## src/relay_sel_pkg.sv

```systemverilog
// constants, register map and code decoding for the relay output selector
package relay_sel_pkg;

	// ********************************
	// widths
	// ********************************
	localparam int SEL_W     = 16;
	localparam int SIG_COUNT = 100;
	localparam int AW        = 5;
	localparam int DW        = 32;
	localparam int RELAYS    = 3;
	localparam int IRQ_W     = 3;

	// ********************************
	// register byte offsets
	// ********************************
	localparam logic [AW-1:0] OFF_SEL1     = 5'h00;
	localparam logic [AW-1:0] OFF_SEL2     = 5'h04;
	localparam logic [AW-1:0] OFF_SEL3     = 5'h08;
	localparam logic [AW-1:0] OFF_STATE    = 5'h0C;
	localparam logic [AW-1:0] OFF_IRQ_STAT = 5'h10;
	localparam logic [AW-1:0] OFF_IRQ_MASK = 5'h14;

	// ********************************
	// reset values and fields
	// ********************************
	localparam logic [SEL_W-1:0] RST_SEL1         = 16'h0000;
	localparam logic [SEL_W-1:0] RST_SEL2         = 16'h0001;
	localparam logic [SEL_W-1:0] RST_SEL3         = 16'h0002;
	localparam logic [SEL_W-1:0] RST_SEL3_COMPACT = 16'h0004;
	localparam logic [SEL_W-1:0] CODE_NONE        = 16'h270F;
	localparam int IRQ_REJECT = 0;
	localparam int IRQ_ALARM  = 1;
	localparam int IRQ_CHANGE = 2;
	localparam int ST_ALARM   = 3;
	localparam int ST_COMPACT = 4;
	localparam int ST_ANALOG  = 5;

	// positive-logic codes only; the compact host knows a smaller set
	function automatic logic valid_code(input logic [SEL_W-1:0] c, input logic compact);
		if (compact) begin
			return c inside {16'h0000, 16'h0001, 16'h0003, 16'h0004, 16'h0007, 16'h0008,
				[16'h000B:16'h0010], 16'h0014, 16'h0019, 16'h001A, 16'h002E, 16'h002F,
				16'h0040, 16'h005A, 16'h005B, 16'h005F, 16'h0060, 16'h0062, 16'h0063,
				CODE_NONE};
		end
		return c inside {
			[16'h0000:16'h0008], [16'h000A:16'h0014], [16'h0019:16'h001C],
			[16'h001E:16'h0024], 16'h0027,
			[16'h0029:16'h002F], 16'h0040,
			[16'h0046:16'h004E],
			[16'h0054:16'h005B], [16'h005E:16'h0063], CODE_NONE};
	endfunction

endpackage

```

## src/relay_avalon_slave.sv

```systemverilog
// avalon-mm slave front end with one wait state per access
`timescale 1ns/100ps
`default_nettype none
module relay_avalon_slave (
	// clock and reset
	input  wire logic                     clock_i,
	input  wire logic                     rst_i,
	// bus
	input  wire logic                     read_i,
	input  wire logic                     write_i,
	output logic [relay_sel_pkg::DW-1:0]  readdata_o,
	output logic                          waitrequest_o,
	// core side
	input  wire logic [relay_sel_pkg::DW-1:0] rd_data_i,
	output logic                          wr_en_o
);
	import relay_sel_pkg::*;

	logic ack;

	// the wait state lets read data come from a register
	assign waitrequest_o = (read_i | write_i) & ~ack;
	assign wr_en_o       = write_i & ack;

	always_ff @(posedge clock_i) begin
		if (rst_i) begin
			ack <= 1'b0;
		end else begin
			ack <= (read_i | write_i) & ~ack;
		end
	end

	always_ff @(posedge clock_i) begin
		if (rst_i) begin
			readdata_o <= '0;
		end else if (read_i & ~ack) begin
			readdata_o <= rd_data_i;
		end
	end
endmodule
`default_nettype wire

```

## src/relay_driver.sv

```systemverilog
// one relay: picks the selected status bit and drives both contacts
`timescale 1ns/100ps
`default_nettype none
module relay_driver #(
	parameter int SIG_COUNT = relay_sel_pkg::SIG_COUNT
) (
	// clock and reset
	input  wire logic                            clock_i,
	input  wire logic                            rst_i,
	// host side
	input  wire logic [SIG_COUNT-1:0]            status_vec_i,
	input  wire logic [relay_sel_pkg::SEL_W-1:0] select_i,
	input  wire logic                            alarm_i,
	// contacts
	output logic                                 no_closed_o,
	output logic                                 nc_closed_o
);
	import relay_sel_pkg::*;

	localparam int IW = $clog2(SIG_COUNT);
	logic on;

	// codes beyond the vector, such as no function, leave the relay off
	always_comb begin
		on = 1'b0;
		if (select_i < SEL_W'(SIG_COUNT)) begin
			on = status_vec_i[select_i[IW-1:0]];
		end
	end

	always_ff @(posedge clock_i) begin
		if (rst_i) begin
			no_closed_o <= 1'b0;
			nc_closed_o <= 1'b1;
		end else begin
			no_closed_o <= on & ~alarm_i;
			nc_closed_o <= ~(on & ~alarm_i);
		end
	end
endmodule
`default_nettype wire

```

## src/relay_output_selector.sv

```systemverilog
// relay output selector: three software-selected status relays
//
// The placing of the registers and the Avalon-MM interface to the registers were decided locally.
`timescale 1ns/100ps
`default_nettype none
module relay_output_selector #(
	parameter int SIG_COUNT = relay_sel_pkg::SIG_COUNT
) (
	// clock and reset
	input  wire logic                          clock_i,
	input  wire logic                          rst_i,
	// avalon-mm slave
	input  wire logic [relay_sel_pkg::AW-1:0]  address_i,
	input  wire logic                          read_i,
	input  wire logic                          write_i,
	input  wire logic [relay_sel_pkg::DW-1:0]  writedata_i,
	output logic [relay_sel_pkg::DW-1:0]       readdata_o,
	output logic                               waitrequest_o,
	// host status and configuration
	input  wire logic [SIG_COUNT-1:0]          status_vec_i,
	input  wire logic                          option_alarm_i,
	input  wire logic                          compact_variant_i,
	input  wire logic                          analog_option_i,
	// relay contacts
	output logic [relay_sel_pkg::RELAYS-1:0]   no_closed_o,
	output logic [relay_sel_pkg::RELAYS-1:0]   nc_closed_o,
	// interrupt
	output logic                               irq_o
);
	import relay_sel_pkg::*;

	// ****************************************
	// declarations
	// ****************************************
	logic [SEL_W-1:0]  sel [RELAYS];
	logic [IRQ_W-1:0]  irq_status;
	logic [IRQ_W-1:0]  irq_mask;
	logic [IRQ_W-1:0]  next_irq_event;
	logic [DW-1:0]     rd_data;
	logic              wr_en;
	logic              alarm_q;
	logic [RELAYS-1:0] no_q;
	logic              sel_hit;
	logic [1:0]        sel_idx;
	logic              wr_ok;
	logic [SEL_W-1:0]  wr_code;

	// ****************************************
	// bus front end
	// ****************************************
	relay_avalon_slave u_bus (
		.clock_i       (clock_i),
		.rst_i         (rst_i),
		.read_i        (read_i),
		.write_i       (write_i),
		.readdata_o    (readdata_o),
		.waitrequest_o (waitrequest_o),
		.rd_data_i     (rd_data),
		.wr_en_o       (wr_en)
	);

	// ****************************************
	// selection write decode
	// ****************************************
	// consecutive selection slots
	assign sel_hit = (address_i == OFF_SEL1) || (address_i == OFF_SEL2)
		|| (address_i == OFF_SEL3);
	assign sel_idx = address_i[3:2];
	assign wr_code = writedata_i[SEL_W-1:0];

	// upper bits or unknown codes refuse the write
	always_comb begin
		wr_ok = valid_code(wr_code, compact_variant_i)
			&& (writedata_i[DW-1:SEL_W] == '0);
		// locked while the analog option is fitted
		if (address_i == OFF_SEL3 && analog_option_i) begin
			wr_ok = 1'b0;
		end
	end

	// only the third slot's reset default depends on the host variant
	always_ff @(posedge clock_i) begin
		if (rst_i) begin
			sel[0] <= RST_SEL1;
			sel[1] <= RST_SEL2;
			sel[2] <= compact_variant_i ? RST_SEL3_COMPACT : RST_SEL3;
		end else if (wr_en && sel_hit && wr_ok) begin
			sel[sel_idx] <= wr_code;
		end
	end

	// ****************************************
	// relays
	// ****************************************
	// one registered driver per relay
	for (genvar r = 0; r < RELAYS; r++) begin : g_relay
		relay_driver #(
			.SIG_COUNT (SIG_COUNT)
		) u_drv (
			.clock_i      (clock_i),
			.rst_i        (rst_i),
			.status_vec_i (status_vec_i),
			.select_i     (sel[r]),
			.alarm_i      (option_alarm_i),
			.no_closed_o  (no_closed_o[r]),
			.nc_closed_o  (nc_closed_o[r])
		);
	end

	// ****************************************
	// interrupts
	// ****************************************
	always_ff @(posedge clock_i) begin
		if (rst_i) begin
			alarm_q <= 1'b0;
			no_q    <= '0;
		end else begin
			alarm_q <= option_alarm_i;
			no_q    <= no_closed_o;
		end
	end

	always_comb begin
		next_irq_event             = '0;
		next_irq_event[IRQ_REJECT] = wr_en && sel_hit && !wr_ok;
		next_irq_event[IRQ_ALARM]  = option_alarm_i && !alarm_q;
		next_irq_event[IRQ_CHANGE] = no_closed_o != no_q;
	end

	// a new event wins over a clear in the same cycle
	always_ff @(posedge clock_i) begin
		if (rst_i) begin
			irq_status <= '0;
		end else if (wr_en && address_i == OFF_IRQ_STAT) begin
			irq_status <= (irq_status & ~writedata_i[IRQ_W-1:0]) | next_irq_event;
		end else begin
			irq_status <= irq_status | next_irq_event;
		end
	end

	always_ff @(posedge clock_i) begin
		if (rst_i) begin
			irq_mask <= '0;
		end else if (wr_en && address_i == OFF_IRQ_MASK) begin
			irq_mask <= writedata_i[IRQ_W-1:0];
		end
	end

	assign irq_o = |(irq_status & irq_mask);

	// ****************************************
	// read mux
	// ****************************************
	always_comb begin
		rd_data = '0;
		unique case (address_i)
			OFF_SEL1:     rd_data[SEL_W-1:0] = sel[0];
			OFF_SEL2:     rd_data[SEL_W-1:0] = sel[1];
			// hidden while the analog option is fitted
			OFF_SEL3:     rd_data[SEL_W-1:0] = analog_option_i ? '0 : sel[2];
			OFF_STATE: begin
				rd_data[RELAYS-1:0] = no_closed_o;
				rd_data[ST_ALARM]   = option_alarm_i;
				rd_data[ST_COMPACT] = compact_variant_i;
				rd_data[ST_ANALOG]  = analog_option_i;
			end
			OFF_IRQ_STAT: rd_data[IRQ_W-1:0] = irq_status;
			OFF_IRQ_MASK: rd_data[IRQ_W-1:0] = irq_mask;
			default:      rd_data = '0;
		endcase
	end

	// reference pick of a status bit by code, for checking only
	function automatic logic pick(input logic [SEL_W-1:0] c, input logic [SIG_COUNT-1:0] v);
		if (c < SEL_W'(SIG_COUNT)) begin
			return v[c[$clog2(SIG_COUNT)-1:0]];
		end
		return 1'b0;
	endfunction
endmodule
`default_nettype wire

```

## config.mk

```make
export PLATFORM = sky130hd
export DESIGN_NAME = relay_output_selector
export DESIGN_NICKNAME = d
export VERILOG_FILES = /design/src/relay_sel_pkg.sv /design/src/relay_avalon_slave.sv /design/src/relay_driver.sv /design/src/relay_output_selector.sv
export SDC_FILE = /design/constraint.sdc
export NUM_CORES = 1
export LEC_CHECK = 0
export ABC_AREA = 1
export BUFFER_PORTS_ARGS = -buffer_cell sky130_fd_sc_hd__buf_4
export CAP_MARGIN = 20
export CORE_ASPECT_RATIO = 1.1
export CORE_MARGIN = 2
export CORE_UTILIZATION = 40
export DETAILED_ROUTE_END_ITERATION = 8
export GPL_ROUTABILITY_DRIVEN = 0
export PLACE_DENSITY = 0.72
export SETUP_SLACK_MARGIN = 0.15
export SLEW_MARGIN = 20
export SYNTH_ARGS = -nofsm -noshare
export SYNTH_HDL_FRONTEND = slang
export SYNTH_SLANG_ARGS = --single-unit
export TNS_END_PERCENT = 1
```

## constraint.sdc

```tcl
create_clock -name clock_i -period 3.1 [get_ports clock_i]
set_input_delay 0.155 -clock clock_i [delete_from_list [all_inputs] [get_ports clock_i]]
set_output_delay 0.155 -clock clock_i [all_outputs]
set_load 0.01 [all_outputs]
```

# After elaboration in Yosys (flattened, before gate mapping)
# Memory sizes are Yosys's and may differ from the RTL's.
# Cells that the tools add are included.
[op_classes]
magnitude_cmp = 24
eq_ne = 25
mux = 27
bitwise_logic = 17
reduce_logical = 28
[op_table]
columns = ["cell", "count"]
rows = [
  ["== test 16 x 7 -> 1 bit (second input constant)", 7],
  ["== test 16 x 5 -> 1 bit (second input constant)", 3],
  ["== test 16 x 6 -> 1 bit (second input constant)", 3],
  [">= comparator 16 x 7 -> 1 bit (second input constant)", 3],
  ["less-or-equal comparator 16 x 5 -> 1 bit (second input constant)", 3],
  ["less-or-equal comparator 16 x 7 -> 1 bit (second input constant)", 3],
  ["< comparator 16 x 7 -> 1 bit (second input constant)", 3],
  ["== test 16 x 3 -> 1 bit (second input constant)", 2],
  [">= comparator 16 x 4 -> 1 bit (second input constant)", 2],
  [">= comparator 16 x 5 -> 1 bit (second input constant)", 2],
  ["less-or-equal comparator 16 x 6 -> 1 bit (second input constant)", 2],
  ["logical NOT 16 bit", 2],
  ["two-way mux 16 bit", 2],
  ["case mux 10 bit (3 select lines)", 1],
  ["< comparator 7 x 8 -> 1 bit (second input constant)", 3],
  ["binary-select mux 1 bit (select 7 bit)", 3],
  ["nonzero test 20 bit", 1],
  ["case mux 3 bit (6 select lines)", 1],
  ["logical AND 1 bit", 17],
  ["== test 16 x 1 -> 1 bit (second input constant)", 1],
  ["== test 16 x 14 -> 1 bit (second input constant)", 1],
  ["== test 16 x 2 -> 1 bit (second input constant)", 1],
  ["== test 16 x 4 -> 1 bit (second input constant)", 1],
  [">= comparator 16 x 1 -> 1 bit (second input constant)", 1],
  ["22 further kinds", 53],
]
[totals]
ff_bits = 33
mem_bits_rw = 48
input_bits = 144
n_memories = 1
[mem_list]
columns = ["name", "words", "width", "rd", "rd_clocked_by_memory_dff", "write_ports", "line_no", "rtl"]
rows = [
  ["sel", 3, 16, 3, 0, 3, "relay_output_selector.sv:35", "logic [SEL_W-1:0] sel [RELAYS];"],
]

# Longest topological paths before layout
# Gate-level depths: netlist (run 1).
[logic_depth]
ltp_word = 13
mapped_depth = 17
ltp_nobuf = 15

# By module
# Synthesis (run 1) repeated with hierarchy kept, for this count alone.
[hier_totals]
hier_cells = 1557
area_unflattened_um2 = 8879.8
[modules_own_cells]
columns = ["module", "instances", "cells_per_inst", "area_each_um2", "seq_area_each_um2"]
rows = [
  ["relay_driver", 3, 298, 1321.3, 40.0],
  ["relay_output_selector", 1, 448, 3440.8, 1641.6],
  ["relay_avalon_slave", 1, 215, 1475.2, 660.6],
]

# Worst setup path after synthesis (run 1)
# OpenSTA, ideal clock, no wires.
[synth_path]
kind = "in2reg"
start = "input port writedata_i[4] (netlist name)"
end = "memory sel[0][0], enable pin"
arrival_ns = 1.854
required_time_ns = 2.728
path_slack_ns = 0.874
path_stages = 15
cell_sequence = "buf_2 > nor2_1 > nand2_1 > nor2_1 > nand2_1 > nand2_1 > nor2_1 > nand2_1 > nor2_1 > a21boi_2 > nand2_2 > nor2_4 > nand2_2 > buf_6 > nand2_1"
[synth_rtl]
columns = ["item", "line_no", "rtl"]
rows = [
  ["start, declared", "relay_output_selector.sv:16", "input wire logic [relay_sel_pkg::DW-1:0] writedata_i,"],
  ["end, declared", "relay_output_selector.sv:35", ""],
]

==> results of run 1 <==
cell usage after synthesis, types with 3 or more instances:
master    instances
nor2_1          125
dfxtp_1          33
nand2_1         246
nor2_4            4
nor4_1            8
edfxtp_1         48
nand4_1          17
a211oi_1          4
xnor2_1           3
clkbuf_1         55
a31oi_1           3
inv_2             8
nand2_2           5
inv_1           118
buf_4            23
buf_6             3
a21oi_1         113
nand3_1         100
o22ai_1          19
buf_2             8
o211ai_1         43
nor2_2           20
nor3_1            9
o21ai_0         153
area by class of cell:
cell class | count | share of cell area
Clock buffer | 11 | 0.0295
Inverter | 127 | 0.0532
Sequential cell | 81 | 0.235
Timing Repair Buffer | 189 | 0.161
Clock inverter | 5 | 0.00363
Tap cell | 238 | 0.0333
Multi-Input combinational cell | 912 | 0.484
state kept, by name (all words and copies together), names as in the netlist, 3 cells and up:
name,count
no_q,3
u_bus.readdata_o,16
irq_mask,3
g_relay.u_drv.no_closed_o,3
sel,48
irq_status,3
g_relay.u_drv.nc_closed_o,3
metrics by stage:
step                      hold slack, ns  worst slack (ns)  instances
after floorplan                    0.238             0.874       1209
after global placement             0.412             0.560       1547
after detailed placement           0.432             0.513       1547
after CTS                         0.0823             0.846       1563
after global routing               0.109             0.598       1563
final                             0.0946             0.821       1563
cells by family (layout without fill, tap and decap cells):
| logic type | Yosys count | count (layout) | share of synthesized area |
|---|---|---|---|
| and+or+nand+nor | 535 | 535 | 0.317 |
| AOI/OAI and AO/OA | 343 | 343 | 0.261 |
| buffers and inverters | 216 | 332 | 0.128 |
| DFF | 81 | 81 | 0.290 |
| xor gates and xnor gates | 3 | 3 | 0.00362 |
| other | 1 | 31 | 0.000517 |
power by group:
part,switching (mW),internal (mW),leakage [nW]
Combinational,0.405,0.267,3.04
Clock,0.431,0.615,0.152
Sequential,0.0357,1.18,0.751
final timing paths:
| kind | start | end | slack, ns | cells past startpoint |
|---|---|---|---|---|
| worst max-delay path | writedata_i[13] | sel[0][8] | 0.82 | 14 |
| worst min-delay path | option_alarm_i | alarm_q | 0.09 | 3 |
| worst max register to register | sel[2][0] | g_relay[2].u_drv.no_closed_o | 0.86 | 9 |
| worst min register to register | alarm_q | irq_status[1] | 0.45 | 1 |
worst register-to-register path, cell delays in order (launching register included):
cell	delay [ns]
edfxtp_1	0.38
buf_4	0.21
inv_1	0.52
o21ai_0	0.19
o211ai_1	0.21
nand3_1	0.13
o21ai_0	0.21
nor2_1	0.08
nor2_1	0.11
nor2_1	0.08
layer usage:
metal  track usage  share of wire  routed length (um)  up-vias
li1              -              -                   -     4231
met1         0.333           0.40               10300     3947
met2         0.440           0.48               12400      525
met3        0.0430          0.094                2440       74
met4        0.0973          0.032                 833        0
met5             0              0                   0        -
==> results.md, run 1 <==
- Status: completed
- Clock sink total: 81
- Total power: about 2.9 mW
- Critical path capture point type: register
- H-tree levels: 3
- Worst path bufs/invs: 2
- Async SR Flop Fraction: 0
- Dominant cell type by area after synthesis: edfxtp_1
- Placed cell areas: 0.00866 mm2
- Gr ovfl total: 0
- Deepest clock path buffer count: 2
- Cell Area, Synth: slightly above 0.007 mm2
- Final instance area: roughly 0.0090 mm2
- CTS buffer count: 9
- CTS tree: built
- Starting Density: 0.409
- CP delay by family, top: simple AND/OR/NAND/NOR gates
- Pwr dens: 328 mW/mm2
- Vias in the first global route: 7,950
- I/O pin count: roughly 180
- Post-route DRC: 0
- Layout net count: 1,464
- Worst Path Required: 3.07 ns
- Critical Path Max Stage Delay: 0.52 ns
- Fin crit period: roughly 2.3 ns
- Setup TNS: 0 ns
- 1st-pass router iterations: 6
- CP Class: in2reg
- Die W: between 100 and 150 um
- Synthesized flop and latch total: 81
- Hold buffer count at CTS: 0
- CTS Root Cell: clkbuf_16
- Critical path peak fanout: 17
- Via count: 8,777
- Yosys warns: 0
- Share of layout cells above drive strength 1: 0.183
- Most frequent cells in the layout: nand2_1, buf_4, o21ai_0, nor2_1, inv_1
- Final setup vio count: 0
- Clk slew on worst S/H paths: 0.06 ns
- Synth cell types: 35
- Ys flop type: edfxtp_1
- Total track usage: 0.260
- Max Clock Freq: 439 MHz
- Utilization after layout: 0.505
- CORE AREA: 0.0177 mm2
- Share of the synthesized area in the top cell type: 0.199
- Actual slew at the worst max-slew pin: 0.701 ns
- Leading cell type in the layout, fill and taps excluded: nand2_1
- Mapped Cells: roughly 1.2k
- Hpwl dp: roughly 20 mm
- Detail Route Antenna Nets: 0
- Max_slew headroom: 0.531
- Setup bufs post-CTS: 0
- Via density: 5.62
- Number of enable flip-flop cells after synthesis: 48
- Max-cap check violation count: 0
- Synth area leaders: edfxtp_1, nand2_1, o21ai_0
- 1st-iter DRT viols: 1,135
- ANT cells: 0
- Port bufs: 167
- Die H: 145 um
- Fill count: approximately 1.9k
- Final worst path period share: 0.735
- Total die area: 0.0192 mm2
- Area Growth Syn to Fin: 23.4%
- Area of the multi-input gates: 0.00434 mm2
- CP Launch Type: primary input
- Largest net degree at the start of global routing: 81
- DR WL/cell: approximately 17 um
- Critical path's slowest cell: nand2_1
- RSZ-0062 raised after global routing: no
- First-pass GRT wire length: 40.6 mm
- Maximum VDD drop: 0.238 mV
- Initial antenna violation count: 0
- Worst-path cell chain: buf_4, nor2_1, nand2_2, nor2_4, nand2_1, o21ai_1, inv_1, nand2_1, nor2_1, a21boi_2, nand2_2, nor2_4, nand2_2, nand2_1
- Clock Latency Late Sink: 0.35 ns
- Worst endpoint data arrival time: between 2 and 2.5 ns
- Std cell rows: 51
- Syn_area_per_cell: 6.15 um2
- Hold Crit Class: in2reg
- Worst Skew: roughly 0.0077 ns
- FF+latch area: 0.00210 mm2
- Slew Viols, Final: 0
- Lkg Pwr: 3.95 nW
- Cts repair resizes: 0
- Endpoints failing hold: 0
- Post-synthesis sequential area ratio: 0.290
- WL final: 26.0 mm
Power figures use the tool's default switching activity.
==> run 2, diff against run 1 <==
--- a/config.mk
+++ b/config.mk
@@ -13,7 +13,7 @@
 export CORE_UTILIZATION = 40
 export DETAILED_ROUTE_END_ITERATION = 8
 export GPL_ROUTABILITY_DRIVEN = 0
-export PLACE_DENSITY = 0.72
+export PLACE_DENSITY = 0.74
 export SETUP_SLACK_MARGIN = 0.15
 export SLEW_MARGIN = 20
 export SYNTH_ARGS = -nofsm -noshare
==> constraint.sdc (replaced) <==
create_clock -name clock_i -period 1.9 [get_ports clock_i]
set_input_delay 0.095 -clock clock_i [delete_from_list [all_inputs] [get_ports clock_i]]
set_output_delay 0.095 -clock clock_i [all_outputs]
set_load 0.01 [all_outputs]
==> results.md, run 2 (synthesized netlist as in run 1, its figures left out) <==
- Pwr dens: 478 mW/mm2
- Hold Crit Class: in2reg
- Violated checks: design-rule violations
- Area Growth Syn to Fin: 46.0%
- H-tree levels: 3
- Logic pwr share: 0.279
- Slew Viols, Final: 0
- CORE AREA: 0.0177 mm2
- Via density: 5.69
- Max-cap check violation count: 0
- First-pass GRT wire length: 44.5 mm
- Switch share: 0.305
- Biggest register: sel
- Area of the multi-input gates: 0.00470 mm2
- Part of the power in the clock network: 0.328
- Max Clock Freq: roughly 540 MHz
- Share of layout cells above drive strength 1: 0.300
- Max_slew headroom: 0.664
- Critical path capture point type: register
- ANT cells: 0
- DR WL/cell: roughly 17 um
- Clock sink total: 81
- Die H: 145 um
- Detail Route Antenna Nets: 0
- Worst endpoint data arrival time: about 2.1 ns
- 1st-iter DRT viols: 1,406
- Worst Path Required: 2.14 ns
- Lkg Pwr: between 4 and 5 nW
- CP Class: reg2reg
- Gr ovfl total: 0
- Post-route DRC: 1
- Most frequent cells in the layout: buf_4, nand2_1, inv_1, o21ai_0, nor2_1
- Status: finished with violations
- RSZ-0062 raised after global routing: yes
- WL final: 28.9 mm
- 1st-pass router iterations: 9
- Via count: 9,521
- Worst Skew: 0.00685 ns
- Fill count: approximately 1.7k
- Internal power: 3.52 mW
- Place WS: -0.187 ns
- Hold Slack: ~0.055 ns
- Switching power: 1.54 mW
- Final setup vio count: 0
- Initial antenna violation count: 0
- Critical path peak fanout: 8
- CTS buffer count: 9
- Port bufs: 167
- Total track usage: 0.285
- Fin crit period: 1.86 ns
- Std cell rows: 51
- Clock Latency Late Sink: between 0.3 and 0.4 ns
- CTS Root Cell: clkbuf_16
- Layout net count: 1,574
- FF+latch area: 0.00210 mm2
- Maximum VDD drop: 0.496 mV
- Largest net degree at the start of global routing: 44
- Deepest clock path buffer count: 2
- Top Registers: sel: 48 flops, u_bus.readdata_o: 16 flops
- Actual slew at the worst max-slew pin: a little over 0.5 ns
- Vias in the first global route: 8,763
- Final worst path period share: 0.978
- CP Launch Type: register
- Die W: 132 um
- Endpoints failing hold: 0
- Starting Density: 0.409
- Hpwl dp: 21.2 mm
- Max FFs per register: 48
- CTS tree: built
- Clk slew on worst S/H paths: 0.06 ns
- Leading cell type in the layout, fill and taps excluded: buf_4
- Total die area: 0.0192 mm2
- Final setup margin: 0.0426 ns
- Sequential Power Share: 0.392
- I/O pin count: between 150 and 200
==> run 2: final timing paths <==
path                        from                            to  slack (ns)  cells after the start
setup / recovery       sel[0][0]  g_relay[0].u_drv.no_closed_o        0.04                     13
hold / removal    option_alarm_i                       alarm_q        0.05                      3
setup reg to reg       sel[0][0]  g_relay[0].u_drv.no_closed_o        0.04                     13
hold reg to reg          alarm_q                 irq_status[1]        0.42                      1
==> run 2: routing by layer <==
metal	wire length, um	vias to the layer above	global-route usage
met5	0	-	0
met4	1600	0	0.150
met3	3480	150	0.0521
met2	13400	728	0.472
met1	10500	4172	0.350
li1	-	4471	-
==> run 2: layout make-up <==
class | instances | share of cell area
Tap cell | 238 | 0.0281
Inverter | 127 | 0.0468
Timing Repair Buffer | 299 | 0.256
Sequential cell | 81 | 0.199
Multi-Input combinational cell | 912 | 0.443
Clock buffer | 10 | 0.0236
Clock inverter | 6 | 0.00390
==> run 2: repair_timing <==
item                                    CTS  global route
hold endpoints to repair                  0             0
pin swaps                                32            55
gates resized for setup                  60            95
setup buffers                            13             1
endpoints found under the setup margin    6            86
cloned                                    8             1
hold buffers                              0             0
==> run 2: metrics by stage <==
| stage | TNS [ns] | total power [mW] | instances | util | instance area (um2) |
|---|---|---|---|---|---|
| after floorplan | 0 | 2.62 | 1209 | - | 7470 |
| after global placement | -4.50 | 3.24 | 1634 | 0.538 | 9540 |
| after CTS | 0 | 4.98 | 1671 | 0.580 | 10300 |
| after global routing | -0.145 | 5.25 | 1673 | 0.597 | 10600 |
| after detailed placement | -9.37 | 3.25 | 1634 | 0.538 | 9540 |
| final | 0 | 5.06 | 1673 | 0.597 | 10600 |
==> run 2: power by group through the flow <==
stage	logic, mW	clock network (mW)	registers (mW)
after floorplan	0.628	0	1.99
after global placement	1.22	0	2.01
after detailed placement	1.24	0	2.02
after CTS	1.33	1.67	1.98
after global routing	1.52	1.74	1.99
final	1.41	1.66	1.98
==> run 2: worst max-delay path, cell delays in order (launching register included) <==
cell      delay (ns)
edfxtp_1        0.38
buf_6           0.17
buf_6           0.13
buf_16          0.13
o21ai_0         0.26
o21ai_1         0.12
a21oi_1         0.14
nand3_1         0.08
nand3_1         0.07
nand2_1         0.06
nand2_1         0.07
nand2_2         0.07
nand2_4         0.07
inv_2           0.03
